<file path="src/verilog/rsf_map.svh">
// Named constants for the reset synchroniser and glitch filter.
`ifndef RSF_MAP_SVH
`define RSF_MAP_SVH

// =============================================================
// Filter geometry
`define RSF_SHIFT_LEN 5
`define RSF_TOP_TAPS 3
`define RSF_RELEASE_STAGES 2

// =============================================================
// Reset and option values
`define RSF_SHIFT_CLEAR 5'h00
`define RSF_OUT_CLEAR 1'h0
`define RSF_OUT_RELEASE 1'h1
`define RSF_OPT_OFF 1'h0
`define RSF_OPT_ON 1'h1

`endif

</file>
<file path="src/verilog/rsf_pkg.sv">
// Types shared by the reset synchroniser and glitch filter.
package rsf_pkg;

	// =============================================================
	// Source of the filter registers' asynchronous clear.
	typedef enum logic [1:0] {
		RSF_SRC_NORMAL = 2'b01,
		RSF_SRC_SCAN = 2'b10
	} rsf_rst_src_type;

endpackage

</file>
<file path="src/verilog/rsf_reset_sync_filter.sv">
// Reset synchroniser with clock-lock glitch filter and optional scan reset muxing.
`timescale 1ns/100ps
`default_nettype none
`include "rsf_map.svh"

module rsf_reset_sync_filter #(
	parameter bit ACT_HIGH = `RSF_OPT_OFF,
	parameter bit SYNC_CLEAR = `RSF_OPT_OFF,
	parameter bit SCAN_EN = `RSF_OPT_OFF,
	parameter int SHIFT_LEN = `RSF_SHIFT_LEN,
	parameter int TOP_TAPS = `RSF_TOP_TAPS
) (
	// Clock, module reset and clock enable.
	input wire logic mclk,
	input wire logic reset_n,
	input wire logic clk_en,
	// Reset request and clock generator lock.
	input wire logic reset_request_in,
	input wire logic clock_lock,
	// Scan test controls.
	input wire logic scan_reset_n,
	input wire logic scan_mode_sel,
	// Reset outputs to the system.
	output logic filtered_reset_n,
	output logic unfiltered_reset_n,
	output rsf_pkg::rsf_rst_src_type reset_source
);
	import rsf_pkg::*;

	// =============================================================
	// Module reset release
	logic rst_sync_n;

	rsf_release_sync #(
		.STAGES(`RSF_RELEASE_STAGES)
	) u_release (
		.mclk(mclk),
		.reset_n(reset_n),
		.clk_en(clk_en),
		.sync_reset_n(rst_sync_n)
	);

	// =============================================================
	// Request polarity and register reset source
	logic req_inactive;
	logic arst_n;
	logic scan_active;

	// Normalise the request; the raw path bypasses every clock.
	assign req_inactive = ACT_HIGH ? !reset_request_in : reset_request_in;
	assign unfiltered_reset_n = req_inactive;

	// Scan muxing only exists with asynchronous clears; otherwise scan pins are dead.
	assign scan_active = SCAN_EN && !SYNC_CLEAR && scan_mode_sel;
	assign reset_source = scan_active ? RSF_SRC_SCAN : RSF_SRC_NORMAL;
	assign arst_n = (reset_source == RSF_SRC_SCAN) ? scan_reset_n : (req_inactive && rst_sync_n);

	// =============================================================
	// Lock shift register and output register
	logic [SHIFT_LEN-1:0] shift_r;
	logic [SHIFT_LEN-1:0] shift_nxt;
	logic out_r;
	logic out_nxt;
	logic top_all;
	logic sync_clear;

	// All upper taps must agree, so a single-cycle lock glitch never releases reset.
	assign top_all = &shift_r[SHIFT_LEN-1:SHIFT_LEN-TOP_TAPS];
	assign sync_clear = SYNC_CLEAR && !(req_inactive && rst_sync_n);

	// Next values; the clear in sync mode is taken on the clock.
	always_comb begin
		shift_nxt = shift_r;
		out_nxt = out_r;
		if (clk_en) begin
			shift_nxt = {shift_r[SHIFT_LEN-2:0], clock_lock};
			out_nxt = top_all ? `RSF_OUT_RELEASE : `RSF_OUT_CLEAR;
			if (sync_clear) begin
				shift_nxt = `RSF_SHIFT_CLEAR;
			end
		end
	end

	generate
		if (SYNC_CLEAR) begin : g_sync
			// Shift register is cleared through its data path only.
			always_ff @(posedge mclk) begin
				shift_r <= shift_nxt;
			end
			// Output register has no reset; the output gate covers its power-up value.
			always_ff @(posedge mclk) begin
				out_r <= out_nxt;
			end

		end else begin : g_async
			// Both registers share the muxed asynchronous clear.
			always_ff @(posedge mclk or negedge arst_n) begin
				if (!arst_n) begin
					shift_r <= `RSF_SHIFT_CLEAR;
					out_r <= `RSF_OUT_CLEAR;
				end else begin
					shift_r <= shift_nxt;
					out_r <= out_nxt;
				end
			end

		end
	endgenerate

	// =============================================================
	// Filtered reset output
	// The request term is combinational so assertion never waits for a clock edge.
	assign filtered_reset_n = out_r && req_inactive && rst_sync_n;
endmodule
`default_nettype wire

</file>
<file path="src/verilog/rsf_release_sync.sv">
// Two-flop release synchroniser for the module reset.
`timescale 1ns/100ps
`default_nettype none
`include "rsf_map.svh"

module rsf_release_sync #(
	parameter int STAGES = `RSF_RELEASE_STAGES
) (
	// Clock, enable and raw reset.
	input wire logic mclk,
	input wire logic reset_n,
	input wire logic clk_en,
	// Released reset.
	output logic sync_reset_n
);
	import rsf_pkg::*;

	logic [STAGES-1:0] stage_r;
	logic [STAGES-1:0] stage_nxt;

	// Shift ones in; assertion is immediate, release waits for the chain.
	always_comb begin
		stage_nxt = stage_r;
		if (clk_en) begin
			stage_nxt = {stage_r[STAGES-2:0], 1'h1};
		end
	end

	// Only the last stage is read outside, so the first never feeds logic.
	always_ff @(posedge mclk or negedge reset_n) begin
		if (!reset_n) begin
			stage_r <= '0;
		end else begin
			stage_r <= stage_nxt;
		end
	end

	assign sync_reset_n = stage_r[STAGES-1];

endmodule
`default_nettype wire

</file>
<file path="config.mk">
export PLATFORM = sky130hd
export DESIGN_NAME = rsf_reset_sync_filter
export DESIGN_NICKNAME = d
export VERILOG_FILES = /design/src/verilog/rsf_pkg.sv /design/src/verilog/rsf_reset_sync_filter.sv /design/src/verilog/rsf_release_sync.sv
export VERILOG_INCLUDE_DIRS = /design/src /design/src/verilog
export SDC_FILE = /design/constraint.sdc
export NUM_CORES = 1
export LEC_CHECK = 0
export BUFFER_PORTS_ARGS = -buffer_cell sky130_fd_sc_hd__clkbuf_2
export CAP_MARGIN = 10
export CORE_UTILIZATION = 25
export DETAILED_ROUTE_END_ITERATION = 7
export SKIP_CTS_REPAIR_TIMING = 1
export SLEW_MARGIN = 20
export SYNTH_ARGS = -nofsm -noshare
export SYNTH_HDL_FRONTEND = slang
export SYNTH_HIERARCHICAL = 1
export SYNTH_SLANG_ARGS = --single-unit
export TNS_END_PERCENT = 100
</file>
<file path="constraint.sdc">
create_clock -name mclk -period 0.8 [get_ports mclk]
set_clock_uncertainty 0.2 [all_clocks]
set_input_delay 0.16 -clock mclk [delete_from_list [all_inputs] [get_ports mclk]]
set_output_delay 0.16 -clock mclk [all_outputs]
set_load 0.01 [all_outputs]
</file>
# [Yosys cells after proc, flatten, opt, wreduce, memory -nomap -nowiden]
# Index checks and enable logic that the tools add are counted.
# Widths: inputs -> output; s select.
[classes] addsub=0 mul=0 div=0 magnitude_cmp=0 n_eq_ne=0 n_shift=0 mux=1 bitwise_logic=0 n_reduce_logical=4
[op_table] cell="$logic_and 1x1->1" n=3
[op_table] cell="$reduce_and 3->1" n=1
[op_table] cell="$mux 1" n=1
[totals] reg_bits=8 latch_bits=0 ram_bits=0 mem_bits_ro=0 mem_count=0

# [Longest topological paths before layout]
# Gate-level depths: netlist of the first run.
[depth] word_depth=2 depth_mapped=3

# [Cells and area by module]
# The synthesis of the first run kept the hierarchy.
[modules_own_cells] module="rsf_reset_sync_filter" n_inst=1 cells_per_inst=22 area_each_um2=294.0
[modules_own_cells] module="rsf_release_sync" n_inst=1 cells_per_inst=4 area_each_um2=71.3

# [Worst setup path before layout of the first run]
# OpenSTA, ideal clock, no wires.
[synth_timing] kind="reg2reg" from="reg u_release/stage_r[0] (netlist name)" to="reg u_release.stage_r[0]" setup_ns=0.127 arrival_ns=0.622 path_slack_ns=-0.150 path_stages_with_launch=2 n_path_buf=0 synth_period_minus_slack_ns=0.950 cell_sequence="dfrtp_1 or2_2"
[synth_lines] element="to (signal assigned)" line="rsf_release_sync.sv:34" rtl="stage_r <= stage_nxt;"
[synth_lines] element="to (decl)" line="rsf_release_sync.sv:18" rtl="logic [STAGES-1:0] stage_r;"

# [Final worst setup path of the first run]
[layout_timing] from="reg out_r" to="out filtered_reset_n"
[layout_via] elab_chain_cells=2
[layout_lines] element="from (decl)" line="rsf_reset_sync_filter.sv:62" rtl="logic out_r;"
[layout_lines] element="from (signal assigned)" line="rsf_reset_sync_filter.sv:100" rtl="out_r <= `RSF_OUT_CLEAR;"
[layout_lines] element="from (signal assigned)" line="rsf_reset_sync_filter.sv:103" rtl="out_r <= out_nxt;"
[layout_lines] element="$logic_and 1x1->1 (2 in series)" line="rsf_reset_sync_filter.sv:113" rtl="assign filtered_reset_n = out_r && req_inactive && rst_sync_n;"
[layout_lines] element="to (decl)" line="rsf_reset_sync_filter.sv:24" rtl="output logic filtered_reset_n,"
# Every way passes these cells.

==> results by group, run 1 <==
Outcome
  – Status: complete, but fails checks
  – Failing checks: negative hold slack, negative setup slack

Placed design
  – Gpl congestion: ~0.68
  – Cell Area, Placed: 395 um^2
  – Port buffer count: 6
  – DP HPWL: 410 um
  – Inst Count DP: 44

CTS
  – Clock sink total: 8
  – Buffer depth of the longest clock path: 2
  – Worst-path clk slew: 50 ps
  – CTS tree: built
  – H-tree depth: 1
  – Root buffer cell: clkbuf_4
  – TritonCTS Buffers: 3
  – Clock Latency Late Sink: 240 ps

Synthesis
  – Sequential area share after synthesis: 54.8%
  – Cell Area, Synth: 365 um^2
  – Yosys cell types: 11
  – Syn nets: 33
  – Mean Syn Cell Area: 14.1 um^2
  – Synth Register Bits: 8
  – YS warnings: 6
  – Cells after synthesis: 26

Final layout
  – Final #Nets: 44
  – Share of layout cells above drive strength 1: roughly 60%
  – Post-layout instance area: 449 um^2
  – Commonest non-fill, non-tap cell in the layout: dfrtp_1
  – Area delta synth->final: 22.9%
  – Most frequent cells in the layout: dfrtp_1, mux2_4, clkbuf_2, clkbuf_4, buf_4
  – Non-Filler Instances: 50
  – ANT cells: 0

Power
  – P_leak: approximately 0.22 nW
  – Sequential Power Share: 52.1%
  – Clock share of power: 30.1%
  – Sw frac: 22.6%
  – Power Internal: about 0.75 mW
  – Psw: 0.219 mW
  – Comb power frac: roughly 18%
  – Worst vdd ir: 1.02 mV
  – Power per cell area: ~2200 nW/um^2

Floorplanning
  – Initial Utilization: 27.4%
  – Core footprint: about 1300 um^2
  – Floorplan die height: approximately 40 um
  – # IOs: 11
  – Die width: 40.2 um
  – Die ar.: about 1600 um^2
  – Row cnt: 13

STA
  – RSZ-0062 raised after global routing: yes
  – Final period demand of the worst path: between 1000 and 1500 ps
  – Max-slew violations: 0
  – F_max: 0.797 GHz
  – Final Hold Vio Count: 7
  – Setup TNS: -1830 ps
  – Hold slack: -289 ps
  – Tcrit/Tclk final: 157%
  – PnR worst setup slack: -454 ps
  – Setup violators final: 9

GRT
  – Number of global-route vias before repair: ~230
  – Largest net degree at the start of global routing: 9
  – Initial antenna violation count: 0
  – GR Overflow Total: 0
  – First-pass GRT wire length: around 900 um
  – Total track usage: about a tenth

Detailed routing
  – Routed Antenna Nets: 0
  – Drt via density: 4.18
  – Number of DRC markers in iteration 0: 2
  – DRC violations left: 0
  – Pre-antenna DRT Iters: 2
  – Drt wl/cell: approximately 11 um
  – Routed wire length: 533 um
  – Routed via count: 209

Critical path
  – Worst path required time: 440 ps
  – Critical Path AT: 890 ps
  – RR Startpoint: u_release/stage_r[1]$_DFFE_PN0P_
  – Critical-path maximum fanout: 2
  – Crit. End Element: primary output
  – R2R setup slack: -280 ps
  – Crit Path Category: reg2out
  – Worst R2R Path Depth: 2
  – Capture point of the worst reg-to-reg path: u_release/stage_r[1]$_DFFE_PN0P_
  – Crit path launch type: register

Hold path
  – Worst min-delay path category: in2async

Flow run
  – Max_cap viols: 0
[through the flow]
step                total power [mW]  setup slack, ps  util, %
floorplan                      0.624             -145        -
detailed placement             0.657             -252     29.6
finish                         0.967             -454     33.7
global route                    1.04             -492     33.7
CTS                            0.963             -483     31.3
global placement               0.645             -222     29.6
[cell families after synthesis]
kind of cell	after synthesis	synth area share, %
mux	6	24.7
buf+inv	5	10.3
other cells	2	2.06
flops	8	54.8
simple gates	4	6.85
compound gates	1	1.37
[synth_stat cells]
master | instances | share of area, %
o21ai_0 | 1 | 1.4
nand4_1 | 1 | 1.7
buf_4 | 3 | 6.2
mux2_4 | 6 | 25
or2_2 | 1 | 1.7
and3_1 | 1 | 1.7
inv_1 | 1 | 1.0
conb_1 | 2 | 2.1
dfrtp_1 | 8 | 55
and2_1 | 1 | 1.7
buf_6 | 1 | 3.1
[area by class of cell]
| type | count | area, um^2 |
|---|---|---|
| clock buffer | 3 | 22.5 |
| timing repair buffer | 10 | 68.8 |
| inverter | 1 | 3.75 |
| sequential | 8 | 200 |
| multi-input combinational | 13 | 135 |
| tap | 15 | 18.8 |
| fill | 134 | 885 |
[state kept, by name, indices dropped and copies added, names as in the netlist]
signal             cells
out_r                  1
u_release/stage_r      2
shift_r                5
[how the worst max path moves through the flow]
| stage | cells past startpoint | slack, ps | end | startpoint |
|---|---|---|---|---|
| final | 2 | -450 | filtered_reset_n | out_r$_DFFE_PN0P_ |
| after global routing | 2 | -490 | filtered_reset_n | u_release/stage_r[1]$_DFFE_PN0P_ |
| after CTS | 2 | -480 | filtered_reset_n | u_release/stage_r[1]$_DFFE_PN0P_ |
| after detailed placement | 2 | -250 | shift_r[2]$_DFFE_PN0P_ | clk_en |
| after global placement | 2 | -220 | shift_r[0]$_DFFE_PN0P_ | clk_en |
| after floorplan | 1 | -140 | shift_r[2]$_DFFE_PN0P_ | shift_r[2]$_DFFE_PN0P_ |
[per-layer routing]
metal / vias to the layer above / global-route usage (%) / part of all wire (%) / wire (um)
li1: 103 / - / - / -
met1: 100 / 10.2 / 46 / 245
met2: 6 / 14.5 / 50 / 264
met3: 0 / 5.00 / 4.3 / 23
met4: 0 / 5.00 / 0 / 0
met5: - / 0 / 0 / 0
[power groups by stage]
| stage | registers [mW] | clock network (mW) | logic, mW |
|---|---|---|---|
| finish | 0.504 | 0.291 | 0.171 |
| global route | 0.512 | 0.336 | 0.188 |
| CTS | 0.504 | 0.311 | 0.148 |
| detailed placement | 0.510 | 0 | 0.148 |
| global placement | 0.503 | 0 | 0.142 |
| floorplan | 0.497 | 0 | 0.127 |
[worst max-delay path: stages, from the launching register on]
cell	delay [ps]
dfrtp_1	370
and3_4	170
buf_6	110
No activity file was read; power rests on OpenSTA's default activity.
==> run 2, diff against run 1 <==
CORE_AREA = 2 2 39 41   (was default)
CORE_UTILIZATION = default   (was 25)
DIE_AREA = 0 0 41 43   (was default)
==> run 2 against run 1 <==
  * The flow still finishes with violations (negative hold slack, negative setup slack)
  * Final area increased by 0.56%
  * Critical path depth did not move
  * Power is 0.64% higher
  * Non-clock buffer count is 1 lower
  * Global-route usage decreased by 0.52 points
  * Setup slack got worse by 1.8 ps
  * Final cell count is the same
  * Clock power about the same
  * Die area increased by 8.9%
  * Sequential cell count did not move
  * Highest routed layer is now met4
  * Register-to-register slack is essentially flat
  * Combinational power increased by 5%
==> results by group, run 2 (synthesis gave the netlist of run 1 again) <==
Final layout
  – ANT cells: 0
  – Biggest regs: shift_r (5), u_release/stage_r (2), out_r (1)
  – Area delta synth->final: 23.6%
  – Commonest non-fill, non-tap cell in the layout: dfrtp_1
  – Non-Filler Instances: 50
  – Most frequent cells in the layout: dfrtp_1, mux2_4, clkbuf_2, clkbuf_4
  – Share of layout cells above drive strength 1: 64.7%
  – Final #Nets: 43
  – Largest Register: shift_r
  – Max reg flops: 5

STA
  – Final Hold Vio Count: 7
  – Tcrit/Tclk final: 157%
  – Setup TNS: -1800 ps
  – Max-slew violations: 0
  – Hold slack: -313 ps
  – F_max: 0.796 GHz
  – Final period demand of the worst path: approximately 1300 ps
  – RSZ-0062 raised after global routing: yes
  – Setup violators final: 9
  – PnR worst setup slack: -456 ps

Detailed routing
  – Routed Antenna Nets: 0
  – Number of DRC markers in iteration 0: 3
  – Drt wl/cell: 11.6 um
  – Routed wire length: 582 um
  – Drt via density: 4.12
  – Pre-antenna DRT Iters: 2
  – Routed via count: 206
  – DRC violations left: 0

CTS
  – Buffer depth of the longest clock path: 2
  – H-tree depth: 1
  – Root buffer cell: clkbuf_4
  – CTS tree: built
  – TritonCTS Buffers: 3
  – Worst-path clk slew: 50 ps
  – Clock Latency Late Sink: 240 ps
  – Clock sink total: 8

GRT
  – GR Overflow Total: 0
  – Number of global-route vias before repair: roughly 220
  – Largest net degree at the start of global routing: 10
  – Initial antenna violation count: 0
  – First-pass GRT wire length: 972 um
  – Total track usage: under 10%

Floorplanning
  – # IOs: 11
  – Floorplan die height: 43 um
  – Die width: 41 um
  – Initial Utilization: 26.4%
  – Die ar.: 1760 um^2
  – Core footprint: 1380 um^2
  – Row cnt: 14

Power
  – Power Total: between 0.9 and 1 mW
  – P_leak: around 0.22 nW
  – Power per cell area: roughly 2200 nW/um^2
  – Worst vdd ir: 0.548 mV

Critical path
  – Critical Path AT: 900 ps
  – Crit Path Category: reg2out
  – Critical-path maximum fanout: 2
  – Crit. End Element: primary output
  – Crit path launch type: register
  – Worst path required time: between 400 and 500 ps

Placed design
  – Port buffer count: 6
  – DP HPWL: 423 um
  – Dpl ws: -259 ps
  – Inst Count DP: 44
  – Gpl congestion: 0.667

Outcome
  – Status: complete, but fails checks
  – Failing checks: negative hold slack, negative setup slack

Hold path
  – Worst min-delay path category: in2async

Flow run
  – Max_cap viols: 0
## run 2: changes by cell type in the layout (fill, tap and decap cells not counted)
cell     previous run  this run
and2_2              0         1
and2_1              1         0
buf_6               1         2
o21ai_2             0         1
o21ai_1             1         0
buf_4               3         1
## run 2: cell type report
| cell class | count | area [um^2] |
|---|---|---|
| Fill cell | 146 | 932 |
| Sequential cell | 8 | 200 |
| Multi-Input combinational cell | 13 | 140 |
| Timing Repair Buffer | 9 | 65.1 |
| Clock buffer | 3 | 22.5 |
| Tap cell | 16 | 20.0 |
| Inverter | 1 | 3.75 |
## run 2: per-stage QoR
step | area, um^2 | hold slack, ps | utilization (%)
after global routing | 452 | -300 | 32.6
final | 452 | -313 | 32.6
after CTS | 412 | -516 | 29.7
after detailed placement | 389 | -250 | 28.1
after global placement | 389 | -255 | 28.1
after floorplan | 373 | -336 | -
## run 2: layer usage
layer  GRT usage, %  vias up  wire [um]
met2           12.2        7        278
met3           5.24        2         41
met5              0        -          0
met1           9.70       99        255
li1               -       98          -
met4           6.00        0          6
## run 2: path summary, 6_finish.rpt
check	start	endpoint	slack (ps)	cells past startpoint
setup / recovery	out_r$_DFFE_PN0P_	filtered_reset_n	-460	2
hold / removal	reset_request_in	shift_r[1]$_DFFE_PN0P_	-310	2
setup reg to reg	u_release/stage_r[1]$_DFFE_PN0P_	u_release/stage_r[1]$_DFFE_PN0P_	-280	2
hold reg to reg	u_release/stage_r[1]$_DFFE_PN0P_	shift_r[1]$_DFFE_PN0P_	120	2
max in group asynchronous	u_release/stage_r[1]$_DFFE_PN0P_	shift_r[0]$_DFFE_PN0P_	130	2
min in group mclk	clock_lock	shift_r[0]$_DFFE_PN0P_	-50	2
## run 2: critical path, cell delays in order (launching register included)
cell and delay [ps]:
dfrtp_1 390, and3_4 160, buf_6 110
## run 2: power breakdown
part	internal [mW]	switching [mW]	leakage (nW)	total [mW]
logic	0.119	0.0601	0.112	0.179
clock network	0.171	0.122	0.0138	0.292
registers	0.464	0.0384	0.0899	0.502
total	0.753	0.220	0.216	0.973
==> run 3, diff against run 2 <==
PLACE_DENSITY = 0.59   (was default)
clock period = 1.25 ns   (was 0.8 ns; I/O delays follow)
==> run 3 against run 2 <==
  * Core utilization is 0.90 points lower
  * Largest cell class unchanged
  * The flow finishes with violations (negative setup slack)
  * Final area is 2.8% lower
  * Non-clock buffer count is 1 higher
  * Setup slack better by 330 ps
==> results by group, run 3 (synthesis gave the netlist of run 1 again) <==
Power
  – Power Internal: approximately 0.47 mW
  – P_leak: around 0.22 nW
  – Sw frac: a little under a quarter
  – Power per cell area: about 1400 nW/um^2
  – Psw: 0.145 mW
  – Sequential Power Share: 52.1%
  – Worst vdd ir: 0.551 mV
  – Comb power frac: 16.0%
  – Power Total: 0.618 mW
  – Clock share of power: between 30% and 40%

Critical path
  – Critical Path AT: 930 ps
  – R2R setup slack: around 160 ps
  – Critical-path top delay cell: dfrtp_1
  – Crit path buf inv count: 1
  – Critical-path maximum fanout: 2
  – Crit. End Element: primary output
  – Worst-path cell chain: and3_1 > buf_2
  – Crit path launch type: register
  – CP top delay family: flip-flops
  – Worst path required time: 800 ps
  – Crit Path Category: reg2out
  – Delay of the slowest cell on the worst path: ~370 ps

GRT
  – Largest net degree at the start of global routing: 10
  – Number of global-route vias before repair: 224
  – Initial antenna violation count: 0
  – Total track usage: 8.92%
  – GR Overflow Total: 0
  – First-pass GRT wire length: 986 um

Detailed routing
  – DRC violations left: 0
  – Drt wl/cell: 11.5 um
  – Number of DRC markers in iteration 0: 3
  – Pre-antenna DRT Iters: 2
  – Routed Antenna Nets: 0
  – Drt via density: 4.10
  – Routed wire length: ~580 um
  – Routed via count: 209

Outcome
  – Failing checks: negative setup slack
  – Status: complete, but fails checks

CTS
  – Clock sink total: 8
  – Worst-path clk slew: 50 ps
  – Clock Latency Late Sink: 260 ps
  – CTS tree: built
  – Root buffer cell: clkbuf_4
  – TritonCTS Buffers: 3
  – H-tree depth: 1
  – Buffer depth of the longest clock path: 2

Floorplanning
  – Die ar.: around 1800 um^2
  – Core footprint: 1380 um^2
  – Floorplan die height: between 40 and 50 um
  – # IOs: 11
  – Die width: 41 um
  – Row cnt: 14
  – Initial Utilization: between 20% and 30%

STA
  – RSZ-0062 raised after global routing: yes
  – Setup violators final: 1
  – Tcrit/Tclk final: 110%
  – Final Hold Vio Count: 0
  – Final period demand of the worst path: 1380 ps
  – F_max: 0.727 GHz
  – PnR worst setup slack: -125 ps
  – Max-slew violations: 0

Final layout
  – Max reg flops: 5
  – Most frequent cells in the layout: dfrtp_1, mux2_4, clkbuf_2, clkbuf_4
  – ANT cells: 0
  – Area delta synth->final: 20.2%
  – Share of layout cells above drive strength 1: around half
  – Final #Nets: between 40 and 50
  – Commonest non-fill, non-tap cell in the layout: dfrtp_1
  – Post-layout instance area: 439 um^2
  – Largest Register: shift_r
  – Biggest regs: shift_r (5), u_release/stage_r (2), out_r (1)

Hold path
  – Worst min-delay path category: in2reg

Placed design
  – Port buffer count: 6
  – DP HPWL: ~400 um
  – Gpl congestion: 0.570
  – Cell Area, Placed: 382 um^2

Flow run
  – Max_cap viols: 0
run 3: changes by cell type in the layout (fill, tap and decap cells not counted), sizes merged:
cell and change:
dlygate4sd3 +1
run 3: metal layers:
| layer | GRT usage (%) | share of wire [%] | vias to the layer above |
|---|---|---|---|
| li1 | - | - | 98 |
| met1 | 9.93 | 43 | 99 |
| met2 | 12.2 | 43 | 10 |
| met3 | 6.81 | 11 | 2 |
| met4 | 4.00 | 2.2 | 0 |
| met5 | 0 | 0 | - |
run 3: through the flow:
stage                     cells  util [%]  setup slack, ps  hold slack [ps]  TNS (ps)
after global placement       44      27.6              132             -165         0
after global routing         51      31.7             -167             39.1      -167
after CTS                    47      29.2             -151             -436      -151
final                        51      31.7             -125             35.2      -125
after floorplan              26         -              239             -246         0
after detailed placement     44      27.6              106             -160         0
run 3: cell type report:
type / instances / area [um^2]
Fill cell: 141 / 945
Tap cell: 16 / 20.0
Clock buffer: 3 / 22.5
Timing Repair Buffer: 10 / 65.1
Inverter: 1 / 3.75
Sequential cell: 8 / 200
Multi-Input combinational cell: 13 / 128
run 3: path summary, 6_finish.rpt:
check / from / end / cells past startpoint
min in group asynchronous: u_release/stage_r[1]$_DFFE_PN0P_ / out_r$_DFFE_PN0P_ / 1
max: out_r$_DFFE_PN0P_ / filtered_reset_n / 2
min reg2reg: u_release/stage_r[1]$_DFFE_PN0P_ / out_r$_DFFE_PN0P_ / 1
min: clock_lock / shift_r[0]$_DFFE_PN0P_ / 2
max in group asynchronous: reset_request_in / shift_r[1]$_DFFE_PN0P_ / 3
max reg2reg: u_release/stage_r[1]$_DFFE_PN0P_ / u_release/stage_r[1]$_DFFE_PN0P_ / 2
run 3: power groups by stage:
| stage | logic [mW] | clock network (mW) | registers [mW] |
|---|---|---|---|
| detailed placement | 0.0860 | 0 | 0.327 |
| global route | 0.110 | 0.220 | 0.327 |
| finish | 0.0992 | 0.197 | 0.322 |
| floorplan | 0.0792 | 0 | 0.317 |
| global placement | 0.0841 | 0 | 0.321 |
| CTS | 0.0873 | 0.206 | 0.323 |
